===== config.mk =====
export PLATFORM = sky130hd
export DESIGN_NAME = dcs_display_window_write
export DESIGN_NICKNAME = d
export VERILOG_FILES = /design/src/dcs_pkg.sv /design/src/dcs_display_window_write.sv
export SDC_FILE = /design/constraint.sdc
export NUM_CORES = 1
export LEC_CHECK = 0
export BUFFER_PORTS_ARGS = -buffer_cell sky130_fd_sc_hd__clkbuf_2
export CAP_MARGIN = 10
export CORE_UTILIZATION = 50
export DETAILED_ROUTE_END_ITERATION = 12
export GPL_TIMING_DRIVEN = 0
export PLACE_DENSITY = 0.76
export SYNTH_ARGS = -nofsm -noshare
export SYNTH_HDL_FRONTEND = slang
export SYNTH_SLANG_ARGS = --single-unit

===== constraint.sdc =====
create_clock -name pclk -period 2.8 [get_ports pclk]
set_input_delay 0.84 -clock pclk [delete_from_list [all_inputs] [get_ports pclk]]
set_output_delay 0.84 -clock pclk [all_outputs]
set_load 0.01 [all_outputs]

===== src/dcs_pkg.sv =====
// Constants and types for the display command interpreter
package dcs_pkg;
  localparam logic [7:0] CMD_INVERT_OFF = 8'h20;
  localparam logic [7:0] CMD_INVERT_ON = 8'h21;
  localparam logic [7:0] CMD_DISPLAY_OFF = 8'h28;
  localparam logic [7:0] CMD_DISPLAY_ON = 8'h29;
  localparam logic [7:0] CMD_COLUMN_WINDOW = 8'h2A;
  localparam logic [7:0] CMD_PAGE_WINDOW = 8'h2B;
  localparam logic [7:0] CMD_MEMORY_WRITE = 8'h2C;
  localparam int ADDR_W = 9;
  localparam int PIXEL_W = 18;
  localparam logic [8:0] LIMIT_SHORT = 9'h0EF;
  localparam logic [8:0] LIMIT_LONG = 9'h1AF;
  localparam logic [8:0] WINDOW_FIRST_RESET = 9'h000;
  localparam logic [8:0] COLUMN_LAST_RESET = 9'h0EF;
  localparam logic [8:0] PAGE_LAST_RESET = 9'h13F;
  localparam logic [8:0] ADDR_ONE = 9'h001;
  // APB register byte addresses
  localparam logic [7:0] ADDR_CONTROL = 8'h00;
  localparam logic [7:0] ADDR_STATUS = 8'h04;
  localparam logic [7:0] ADDR_COLUMN = 8'h08;
  localparam logic [7:0] ADDR_PAGE = 8'h0C;
  localparam logic [7:0] ADDR_COUNTER = 8'h10;
  // Control register fields
  localparam int CTL_WRAP = 0;
  localparam int CTL_EXCHANGE = 1;
  localparam int CTL_COL_DIR = 2;
  localparam int CTL_PAGE_DIR = 3;
  // Status register fields
  localparam int ST_INVERT = 0;
  localparam int ST_DISPLAY = 1;
  localparam int ST_STREAM = 2;
  localparam int ST_DONE = 3;
  localparam int FIELD_HI = 16;
  typedef enum logic [1:0] {
    PARSE_IDLE = 2'b00,
    PARSE_COLUMN = 2'b01,
    PARSE_PAGE = 2'b10,
    PARSE_STREAM = 2'b11
  } parse_state_type;
endpackage : dcs_pkg


===== src/dcs_display_window_write.sv =====
// Display command decoder with window, write stream and panel gating
`timescale 1ns/10ps
module dcs_display_window_write (
  input wire logic pclk,
  input wire logic presetn,
  input wire logic psel,
  input wire logic penable,
  input wire logic pwrite,
  input wire logic [7:0] paddr,
  input wire logic [31:0] pwdata,
  output logic [31:0] prdata,
  output logic pready,
  output logic pslverr,
  input wire logic bus_write_strobe,
  input wire logic bus_data_select,
  input wire logic [dcs_pkg::PIXEL_W-1:0] bus_data,
  input wire logic [dcs_pkg::PIXEL_W-1:0] memory_pixel,
  output logic [dcs_pkg::PIXEL_W-1:0] panel_pixel,
  output logic memory_write,
  output logic [dcs_pkg::ADDR_W-1:0] memory_column,
  output logic [dcs_pkg::ADDR_W-1:0] memory_page,
  output logic [dcs_pkg::PIXEL_W-1:0] memory_data
);
  import dcs_pkg::*;

  logic strobe_meta, strobe_sync, strobe_last;
  logic select_meta, select_sync;
  logic [PIXEL_W-1:0] data_meta, data_sync;
  logic byte_taken;
  logic is_command, is_param;
  logic [7:0] command_byte;
  parse_state_type parse_state;
  logic [1:0] param_index;
  logic [ADDR_W-1:0] hold_high, hold_first, hold_last;
  logic [ADDR_W-1:0] window_first_column, window_last_column;
  logic [ADDR_W-1:0] window_first_page, window_last_page;
  logic [ADDR_W-1:0] column_count, page_count;
  logic invert_on, display_on, window_done;
  logic write_wrap_enable, row_col_exchange, column_step_dir, page_step_dir;
  logic [ADDR_W-1:0] next_value;
  logic apb_write, apb_read;

  // Range limit for the column or page axis under the exchange bit
  function automatic logic [ADDR_W-1:0] axis_limit(input logic exchanged);
    axis_limit = exchanged ? LIMIT_LONG : LIMIT_SHORT;
  endfunction : axis_limit

  function automatic logic at_end(input logic [ADDR_W-1:0] count, input logic [ADDR_W-1:0] first,
                                  input logic [ADDR_W-1:0] last, input logic descending);
    at_end = descending ? (count == first) : (count == last);
  endfunction : at_end

  function automatic logic [ADDR_W-1:0] step(input logic [ADDR_W-1:0] count, input logic descending);
    step = descending ? count - ADDR_ONE : count + ADDR_ONE;
  endfunction : step

  // Strobe, select and data come from the pins, so all pass two flops
  always_ff @(posedge pclk or negedge presetn)
  begin
    if (!presetn)
    begin
      strobe_meta <= 1'b0;
      strobe_sync <= 1'b0;
      strobe_last <= 1'b0;
      select_meta <= 1'b0;
      select_sync <= 1'b0;
      data_meta <= '0;
      data_sync <= '0;
    end
    else
    begin
      strobe_meta <= bus_write_strobe;
      strobe_sync <= strobe_meta;
      strobe_last <= strobe_sync;
      select_meta <= bus_data_select;
      select_sync <= select_meta;
      data_meta <= bus_data;
      data_sync <= data_meta;
    end
  end

  assign byte_taken = strobe_sync && !strobe_last;
  assign is_command = byte_taken && !select_sync;
  assign is_param = byte_taken && select_sync;
  assign command_byte = data_sync[7:0];

  always_ff @(posedge pclk or negedge presetn)
  begin
    if (!presetn)
      invert_on <= 1'b0;
    else if (is_command && command_byte == CMD_INVERT_OFF)
      invert_on <= 1'b0;
    else if (is_command && command_byte == CMD_INVERT_ON)
      invert_on <= 1'b1;
  end

  always_ff @(posedge pclk or negedge presetn)
  begin
    if (!presetn)
      display_on <= 1'b0;
    else if (is_command && command_byte == CMD_DISPLAY_OFF)
      display_on <= 1'b0;
    else if (is_command && command_byte == CMD_DISPLAY_ON)
      display_on <= 1'b1;
  end

  always_ff @(posedge pclk or negedge presetn)
  begin
    if (!presetn)
      panel_pixel <= '0;
    else if (!display_on)
      panel_pixel <= '0;
    else
      panel_pixel <= invert_on ? ~memory_pixel : memory_pixel;
  end

  // Parameter parser; a command always restarts it
  always_ff @(posedge pclk or negedge presetn)
  begin
    if (!presetn)
    begin
      parse_state <= PARSE_IDLE;
      param_index <= 2'd0;
    end
    else if (is_command)
    begin
      param_index <= 2'd0;
      case (command_byte)
        CMD_COLUMN_WINDOW: parse_state <= PARSE_COLUMN;
        CMD_PAGE_WINDOW: parse_state <= PARSE_PAGE;
        CMD_MEMORY_WRITE: parse_state <= PARSE_STREAM;
        default: parse_state <= PARSE_IDLE;
      endcase
    end
    else if (is_param)
    begin
      case (parse_state)
        PARSE_COLUMN, PARSE_PAGE:
        begin
          param_index <= param_index + 2'd1;
          if (param_index == 2'd3)
            parse_state <= PARSE_IDLE;
        end
        PARSE_STREAM: parse_state <= PARSE_STREAM;
        default: parse_state <= PARSE_IDLE;
      endcase
    end
  end

  always_ff @(posedge pclk or negedge presetn)
  begin
    if (!presetn)
    begin
      hold_high <= '0;
      hold_first <= '0;
      hold_last <= '0;
    end
    else if (is_param && (parse_state == PARSE_COLUMN || parse_state == PARSE_PAGE))
    begin
      case (param_index)
        2'd0: hold_high <= {data_sync[0], 8'h00};
        2'd1: hold_first <= {hold_high[8], data_sync[7:0]};
        2'd2: hold_high <= {data_sync[0], 8'h00};
        default: hold_last <= {hold_high[8], data_sync[7:0]};
      endcase
    end
  end

  assign next_value = {hold_high[8], data_sync[7:0]};

  always_ff @(posedge pclk or negedge presetn)
  begin
    if (!presetn)
    begin
      window_first_column <= WINDOW_FIRST_RESET;
      window_last_column <= COLUMN_LAST_RESET;
    end
    else if (is_param && parse_state == PARSE_COLUMN && param_index == 2'd3 &&
             hold_first <= axis_limit(row_col_exchange) && next_value <= axis_limit(row_col_exchange))
    begin
      window_first_column <= hold_first;
      window_last_column <= next_value;
    end
  end

  always_ff @(posedge pclk or negedge presetn)
  begin
    if (!presetn)
    begin
      window_first_page <= WINDOW_FIRST_RESET;
      window_last_page <= PAGE_LAST_RESET;
    end
    else if (is_param && parse_state == PARSE_PAGE && param_index == 2'd3 &&
             hold_first <= axis_limit(!row_col_exchange) && next_value <= axis_limit(!row_col_exchange))
    begin
      window_first_page <= hold_first;
      window_last_page <= next_value;
    end
  end

  // Address counters for the pixel stream
  always_ff @(posedge pclk or negedge presetn)
  begin
    if (!presetn)
    begin
      column_count <= '0;
      page_count <= '0;
      window_done <= 1'b0;
    end
    else if (is_command && command_byte == CMD_MEMORY_WRITE)
    begin
      column_count <= column_step_dir ? window_last_column : window_first_column;
      page_count <= page_step_dir ? window_last_page : window_first_page;
      window_done <= 1'b0;
    end
    else if (is_param && parse_state == PARSE_STREAM && !window_done)
    begin
      // exchange makes page the fast axis
      if (!row_col_exchange)
      begin
        if (!at_end(column_count, window_first_column, window_last_column, column_step_dir))
          column_count <= step(column_count, column_step_dir);
        else
        begin
          column_count <= column_step_dir ? window_last_column : window_first_column;
          if (!at_end(page_count, window_first_page, window_last_page, page_step_dir))
            page_count <= step(page_count, page_step_dir);
          else
          begin
            page_count <= page_step_dir ? window_last_page : window_first_page;
            window_done <= !write_wrap_enable;
          end
        end
      end
      else
      begin
        if (!at_end(page_count, window_first_page, window_last_page, page_step_dir))
          page_count <= step(page_count, page_step_dir);
        else
        begin
          page_count <= page_step_dir ? window_last_page : window_first_page;
          if (!at_end(column_count, window_first_column, window_last_column, column_step_dir))
            column_count <= step(column_count, column_step_dir);
          else
          begin
            column_count <= column_step_dir ? window_last_column : window_first_column;
            window_done <= !write_wrap_enable;
          end
        end
      end
    end
  end

  always_ff @(posedge pclk or negedge presetn)
  begin
    if (!presetn)
    begin
      memory_write <= 1'b0;
      memory_column <= '0;
      memory_page <= '0;
      memory_data <= '0;
    end
    else
    begin
      memory_write <= is_param && parse_state == PARSE_STREAM && !window_done;
      memory_column <= column_count;
      memory_page <= page_count;
      memory_data <= data_sync;
    end
  end

  // APB slave, zero wait states
  assign apb_write = psel && penable && pwrite;
  assign apb_read = psel && !penable && !pwrite;

  // Address mode and wrap bits are software controlled
  always_ff @(posedge pclk or negedge presetn)
  begin
    if (!presetn)
    begin
      write_wrap_enable <= 1'b0;
      row_col_exchange <= 1'b0;
      column_step_dir <= 1'b0;
      page_step_dir <= 1'b0;
    end
    else if (apb_write && paddr == ADDR_CONTROL)
    begin
      write_wrap_enable <= pwdata[CTL_WRAP];
      row_col_exchange <= pwdata[CTL_EXCHANGE];
      column_step_dir <= pwdata[CTL_COL_DIR];
      page_step_dir <= pwdata[CTL_PAGE_DIR];
    end
  end

  // Read data captured in setup so it stands through the access phase
  always_ff @(posedge pclk or negedge presetn)
  begin
    if (!presetn)
    begin
      prdata <= '0;
      pslverr <= 1'b0;
      pready <= 1'b0;
    end
    else
    begin
      pready <= psel && !penable;
      // Error flag pulses with pready only, never lingers into idle cycles
      pslverr <= psel && !penable &&
                 !(paddr == ADDR_CONTROL || paddr == ADDR_STATUS || paddr == ADDR_COLUMN ||
                   paddr == ADDR_PAGE || paddr == ADDR_COUNTER);
      if (apb_read)
      begin
        prdata <= '0;
        case (paddr)
          ADDR_CONTROL: prdata <= {28'h000_0000, page_step_dir, column_step_dir,
                                   row_col_exchange, write_wrap_enable};
          ADDR_STATUS: prdata <= {28'h000_0000, window_done, parse_state == PARSE_STREAM,
                                  display_on, invert_on};
          ADDR_COLUMN: prdata <= {7'h00, window_last_column, 7'h00, window_first_column};
          ADDR_PAGE: prdata <= {7'h00, window_last_page, 7'h00, window_first_page};
          ADDR_COUNTER: prdata <= {7'h00, page_count, 7'h00, column_count};
          default: prdata <= '0;
        endcase
      end
    end
  end
endmodule : dcs_display_window_write


=== Word-level counts from Yosys, hierarchy flattened ===
Cells that the tools add are included.

* Logic and storage cells: 161
* Register bits after elaboration: 205
* Output and inout bits: 89
* Input port bits: 83

* Bitwise operators: 1
* $add $sub $neg: 5
* Magnitude comparators: 4
* Equal/unequal tests: 23
* Reductions and logical operators: 56
* Mux-type cells: 40

{| class="wikitable"
|+ Operators with widths
! cell !! count
|-
| 9-bit 2-to-1 mux || 16
|-
| 25-bit case mux with 5 select lines || 1
|-
| 8-bit by 6-bit == test with 1-bit output (second input constant) || 7
|-
| 9-bit == test || 4
|-
| 9-bit <= comparator || 4
|-
| 18-bit 2-to-1 mux || 2
|-
| 1-bit logical AND || 25
|-
| 9-bit by 1-bit adder with 9-bit output (second input constant) || 2
|-
| 18-bit NOT || 1
|-
| 9-bit by 1-bit subtractor with 9-bit output (second input constant) || 2
|-
| 8-bit by 4-bit == test with 1-bit output (second input constant) || 2
|-
| 2-bit nonzero test || 7
|-
| 1-bit 2-to-1 mux || 13
|-
| 2-bit 2-to-1 mux || 6
|-
| 2-bit AND reduction || 6
|-
| 2-bit == test (second input constant) || 4
|-
| 8-bit by 3-bit == test with 1-bit output (second input constant) || 1
|-
| 8-bit by 5-bit == test with 1-bit output (second input constant) || 1
|-
| 8-bit logical NOT || 1
|-
| 1-bit logical NOT || 7
|-
| 2-bit case mux with 3 select lines || 1
|-
| 1-bit logical OR || 5
|-
| 2-bit by 1-bit == test with 1-bit output (second input constant) || 2
|-
| 2-bit case mux with 2 select lines || 1
|-
| other kinds (7) || 8
|}

=== Depth between registers and ports, before layout ===
* Depth in word-level cells: 7
* Mapped depth: 10
* Mapped depth without buffers: 9

=== Worst setup path after synthesis ===
OpenSTA, ideal clock, no wires.

* Kind: reg-to-reg
* Start: register page_step_dir
* End: register page_count[8]
* Buffers on the path: 2
* Setup time: 124 ps
* Clock period less this slack: 2710 ps
* Arrival: 2586 ps
* Stages on the path, launching flop included: 10
* Path slack: 90 ps
* Data required time: 2676 ps
* Cell sequence: dfrtp_1 > buf_6 > mux2i_1 > xnor2_1 > or4_4 > or4_4 > nand2_4 > buf_12 > o21ai_1 > a211o_1

* Longest elaborated chain between the ends: 6
* Elaborated cells between the ends (all ways): 8
* Classes of those cells: mux: 8

{| class="wikitable"
|+ Ends and longest elaborated chain
! item !! line !! RTL
|-
| start, declared || dcs_display_window_write.sv:39 || <nowiki>logic write_wrap_enable, row_col_exchange, column_step_dir, page_step_dir;</nowiki>
|-
| start signal, assigned || dcs_display_window_write.sv:291 || <nowiki>page_step_dir <= pwdata[CTL_PAGE_DIR];</nowiki>
|-
| 9-bit 2-to-1 mux, or another cell as far along || dcs_display_window_write.sv:54 || <nowiki>step = descending ? count - ADDR_ONE : count + ADDR_ONE;</nowiki>
|-
| 9-bit 2-to-1 mux || dcs_display_window_write.sv:226, dcs_display_window_write.sv:237 ||
|-
| 9-bit 2-to-1 mux || dcs_display_window_write.sv:221 || <nowiki>if (!at_end(column_count, window_first_column, window_last_column, column_step_dir))</nowiki>
|-
| 9-bit 2-to-1 mux || dcs_display_window_write.sv:219 || <nowiki>if (!row_col_exchange)</nowiki>
|-
| 9-bit 2-to-1 mux || dcs_display_window_write.sv:216 || <nowiki>else if (is_param && parse_state == PARSE_STREAM && !window_done)</nowiki>
|-
| 9-bit 2-to-1 mux * || dcs_display_window_write.sv:210 || <nowiki>else if (is_command && command_byte == CMD_MEMORY_WRITE)</nowiki>
|-
| end signal, assigned || dcs_display_window_write.sv:213 || <nowiki>page_count <= page_step_dir ? window_last_page : window_first_page;</nowiki>
|-
| end signal, assigned || dcs_display_window_write.sv:227 || <nowiki>page_count <= step(page_count, page_step_dir);</nowiki>
|-
| end signal, assigned || dcs_display_window_write.sv:230 || <nowiki>page_count <= page_step_dir ? window_last_page : window_first_page;</nowiki>
|-
| end, declared || dcs_display_window_write.sv:37 || <nowiki>logic [ADDR_W-1:0] column_count, page_count;</nowiki>
|}

Every way passes the cells marked *; elsewhere a longest branch is shown, timed or not. The select of a mux whose other input is x is not followed.
A chain may end at the register's enable or synchronous reset.

=== Final worst setup path ===
* Start: register page_step_dir
* End: register column_count[1]

* Longest elaborated chain between the ends: 3

{| class="wikitable"
|+ Ends and longest elaborated chain
! item !! line !! RTL
|-
| 1-bit 2-to-1 mux || dcs_display_window_write.sv:50 || <nowiki>at_end = descending ? (count == first) : (count == last);</nowiki>
|-
| 3-bit by 1-bit != test with 1-bit output (no line) || n/a ||
|-
| 2-bit AND reduction (no line) || n/a ||
|-
| end signal, assigned || dcs_display_window_write.sv:212 || <nowiki>column_count <= column_step_dir ? window_last_column : window_first_column;</nowiki>
|-
| end signal, assigned || dcs_display_window_write.sv:222 || <nowiki>column_count <= step(column_count, column_step_dir);</nowiki>
|-
| end signal, assigned || dcs_display_window_write.sv:225 || <nowiki>column_count <= column_step_dir ? window_last_column : window_first_column;</nowiki>
|-
| end, declared || dcs_display_window_write.sv:37 ||
|}

No other way between the ends.

==> impl_metrics.prom <==
# TYPE chip_impl_metric gauge
chip_impl_metric{name="core_area",unit="um^2"} 16640
chip_impl_metric{name="critPathMaxStageDelay",unit="ns"} 0.55
chip_impl_metric{name="synth.yosys.seq_area_share",unit="%"} 55.97
chip_impl_metric{name="netlist_area",unit="um^2"} 8571
chip_impl_metric{name="post_synthesis_compound_gate_area_fraction",unit="%"} 9.533
chip_impl_info{name="crit_top_cell",value="buf_4"} 1
chip_impl_metric{name="edff_count_synth",unit=""} 0
chip_impl_info{name="rsz0062_at_grt",value="no"} 1
chip_impl_metric{name="number_of_antenna_violations_at_the_first_check_in_global_routing",unit=""} 0
chip_impl_metric{name="gr-total-overflow",unit=""} 0
chip_impl_metric{name="muxShareOfSynthArea",unit="%"} 12.92
chip_impl_info{name="cts_tree",value="yes"} 1
chip_impl_metric{name="async_flop_share",unit="%"} 100.0
chip_impl_info{name="post_synth_most_frequent_cells",value="dfrtp_1 (177), mux2_1 (47), mux2i_1 (36)"} 1
chip_impl_metric{name="via_per_inst",unit=""} 5.428
chip_impl_metric{name="synth_fa_ha_area_share",unit="%"} 4.701
chip_impl_metric{name="grt_util_all_layers",unit="%"} 22.75
chip_impl_metric{name="timing.clock.skew",unit="ns"} 0.007659
chip_impl_metric{name="vias_in_the_first_global_route",unit=""} 5822
chip_impl_info{name="worst-setup-path-type",value="flip-flop to flip-flop"} 1
chip_impl_metric{name="post-dp-hpwl",unit="um"} 13540
chip_impl_metric{name="wire_per_inst",unit="um"} 17.58
chip_impl_metric{name="dr_total_vias",unit=""} 5873
chip_impl_metric{name="worst_ep_arrival_time",unit="ns"} 3.04
chip_impl_metric{name="drt_wl_total",unit="um"} 19020
chip_impl_info{name="cp-start-kind",value="flip-flop"} 1
chip_impl_metric{name="die_x",unit="um"} 132.9
chip_impl_metric{name="dpl_worst_slack",unit="ns"} -0.5631
chip_impl_metric{name="synth-seq-cells",unit=""} 191
chip_impl_metric{name="firstDrtPassIters",unit=""} 7
chip_impl_metric{name="first_pass_grt_wire_length",unit="um"} 30620
chip_impl_metric{name="finalHoldViolCount",unit=""} 0
chip_impl_metric{name="timing.fmax",unit="MHz"} 373.0
chip_impl_metric{name="diodes",unit=""} 0
chip_impl_metric{name="ys_warn_count",unit=""} 0
chip_impl_metric{name="period_share",unit="%"} 95.75
chip_impl_metric{name="clk_transition_reported_paths",unit="ns"} 0.08
chip_impl_metric{name="clock_insertion_delay_worst_skew",unit="ns"} 0.44
chip_impl_metric{name="critical_path_peak_fanout",unit=""} 6
chip_impl_metric{name="portBuffers",unit=""} 128
chip_impl_metric{name="timing.final.max_slew_violations",unit=""} 0
chip_impl_metric{name="synth-xor-area-share",unit="%"} 4.701
chip_impl_metric{name="synth_cell_type_count",unit=""} 60
chip_impl_metric{name="maximum_number_of_pins_on_one_net_before_global_route_repair",unit=""} 99
chip_impl_metric{name="dpl-instance-area",unit="um^2"} 9572
chip_impl_metric{name="setup_ws",unit="ns"} 0.1191
chip_impl_metric{name="clock-sinks",unit=""} 191
chip_impl_metric{name="holdBufCountCts",unit=""} 0
chip_impl_metric{name="drt.antenna.violating_nets",unit=""} 0
chip_impl_metric{name="gp_routability_congestion",unit=""} 0.8455
chip_impl_metric{name="postLayoutCoreUtil",unit="%"} 61.78
chip_impl_info{name="synth_top_cells_by_area",value="dfrtp_1 (52%), mux2_1 (6.2%), dfstp_2 (4.3%), ha_1 (4.2%), mux2i_1 (4.2%)"} 1
chip_impl_metric{name="report.final.setup_viol",unit=""} 0
chip_impl_info{name="synth_top_area_cell",value="dfrtp_1"} 1
chip_impl_metric{name="post-synth-top-area-fraction",unit="%"} 51.68
chip_impl_metric{name="leakage",unit="uW"} 0.005084
chip_impl_metric{name="drt-initial-drc-count",unit=""} 559
chip_impl_metric{name="pin_count",unit=""} 172
chip_impl_info{name="crit_path_end_kind",value="flip-flop"} 1
chip_impl_metric{name="syn_avg_cell_area",unit="um^2"} 12.53
chip_impl_metric{name="core.rowCount",unit=""} 47
chip_impl_metric{name="synth_simple_gate_area_share",unit="%"} 8.788
chip_impl_metric{name="post_route_cells_drive_above_1_share",unit="%"} 27.73
chip_impl_info{name="main_combinational_cell_family_by_area_after_synthesis",value="multiplexers"} 1
chip_impl_info{name="root_buffer",value="clkbuf_16"} 1
chip_impl_info{name="outcome",value="completed"} 1
chip_impl_metric{name="layout_min_cycle_time",unit="ns"} 2.681
chip_impl_metric{name="starting_density_of_the_core",unit="%"} 51.50
chip_impl_info{name="critical_path.top_delay_family",value="compound AO/OA/AOI/OAI gates"} 1
chip_impl_metric{name="die_area",unit="um^2"} 17670
chip_impl_metric{name="worstPathRequired",unit="ns"} 3.16
chip_impl_info{name="hold_path.class",value="flip-flop to flip-flop"} 1
chip_impl_metric{name="syn-instance-count",unit=""} 684
chip_impl_metric{name="max_cap_viol_count",unit=""} 0
chip_impl_metric{name="cts_made_buffers",unit=""} 17
chip_impl_info{name="crit_slowest_cell",value="or4_4"} 1
chip_impl_metric{name="drc",unit=""} 0
chip_impl_metric{name="max_slew_margin",unit="%"} 45.91
chip_impl_metric{name="ctsHtreeMaxLevel",unit=""} 4
chip_impl_info{name="postSynth.topFlopCell",value="dfrtp_1"} 1
chip_impl_metric{name="critical_path_buf_inv_count",unit=""} 3
chip_impl_metric{name="finish.cell_count_without_fillers",unit=""} 1082
chip_impl_metric{name="chip_height",unit="um"} 132.9
chip_impl_metric{name="hold-worst-slack",unit="ns"} 0.3462
chip_impl_metric{name="design.final.nets",unit=""} 963
chip_impl_metric{name="placed_cells",unit=""} 1046
chip_impl_metric{name="ctsLongestPathBuffers",unit=""} 2
chip_impl_info{name="crit_path_cell_trace",value="buf_4 > mux2i_2 > xnor2_1 > or4_4 > o41a_1 > o21ai_4 > buf_4 > buf_4 > mux2i_1"} 1
chip_impl_info{name="yosys.cell_count.top_type",value="dfrtp_1"} 1
chip_impl_metric{name="peakVddDrop",unit="uV"} 521.1
chip_impl_metric{name="final_cell_area",unit="um^2"} 10280
chip_impl_metric{name="syn_to_final_growth",unit="%"} 19.97
chip_impl_metric{name="powerDensity",unit="nW/um^2"} 821.5
chip_impl_metric{name="max_slew.worst_pin.slew",unit="ns"} 0.8040
area by class of cell:
class,instances,area [um^2]
Fill cell,1315,6360
Sequential cell,191,4801
Multi-Input combinational cell,451,3558
Timing Repair Buffer,134,714.4
Clock buffer,17,425.4
Tap cell,220,275.3
Buffer,38,242.7
Clock inverter,15,205.2
Inverter,16,60.06
kinds of logic (layout without fill, tap and decap cells):
| logic type | count (synthesis) | after routing |
|---|---|---|
| and+or+nand+nor | 141 | 141 |
| buffers and inverters | 55 | 220 |
| xor gates and xnor gates | 46 | 46 |
| AOI/OAI and AO/OA | 117 | 117 |
| other | 1 | 14 |
| DFF | 191 | 191 |
| muxes | 102 | 102 |
| adders and majority gates | 31 | 31 |
stage by stage:
stage / power, uW / TNS (ns)
floorplan: 5284 / 0
global placement: 5902 / -495.60
detailed placement: 5986 / -19.44
CTS: 8502 / 0
global route: 8965 / 0
finish: 8447 / 0
state kept, by name, indices dropped and copies added (netlist names), 18 cells and up:
| register | count |
|---|---|
| memory_data | 18 |
| prdata | 18 |
| data_meta | 18 |
| data_sync | 18 |
| panel_pixel | 18 |
repair_timing:
| item | CTS | global route |
|---|---|---|
| gates resized for setup | 8 | 17 |
| setup buffers | 3 | 2 |
| endpoints found under the setup margin | 48 | 46 |
| pin swaps | 1 | 2 |
layout by cell type, fill, tap and decap left out, drive strengths merged, types with 18 or more instances in the layout:
cell,count
dfrtp,177
clkbuf,163
mux2,66
o21ai,42
mux2i,36
nand2,34
nor2,33
ha,29
xnor2,28
buf,26
inv,23
xor2,18
and2,18
a222oi,18
report_power, final:
group	internal (uW)	total [uW]	switching, uW
clock	1240	2470	1230
sequential	3190	3670	479
combinational	1140	2310	1170
worst paths after layout:
path / from / to / slack (ns) / depth (start not counted)
min in group asynchronous: presetn / data_meta[7] / 0.46 / 1
min: strobe_meta / strobe_sync / 0.35 / 0
max: page_step_dir / column_count[1] / 0.12 / 9
max in group asynchronous: presetn / window_last_column[2] / 1.43 / 2
min reg2reg: strobe_meta / strobe_sync / 0.35 / 0
max reg2reg: page_step_dir / column_count[1] / 0.12 / 9
per-layer routing:
| metal | share of wire [%] | GRT usage, % | vias to the layer above |
|---|---|---|---|
| met1 | 44 | 30.25 | 2875 |
| met4 | 2.1 | 8.876 | 0 |
| met5 | 0 | 0 | - |
| met3 | 7.7 | 6.284 | 29 |
| met2 | 47 | 35.46 | 220 |
| li1 | - | - | 2749 |
Note: power is estimated with default switching activity, not from simulation.
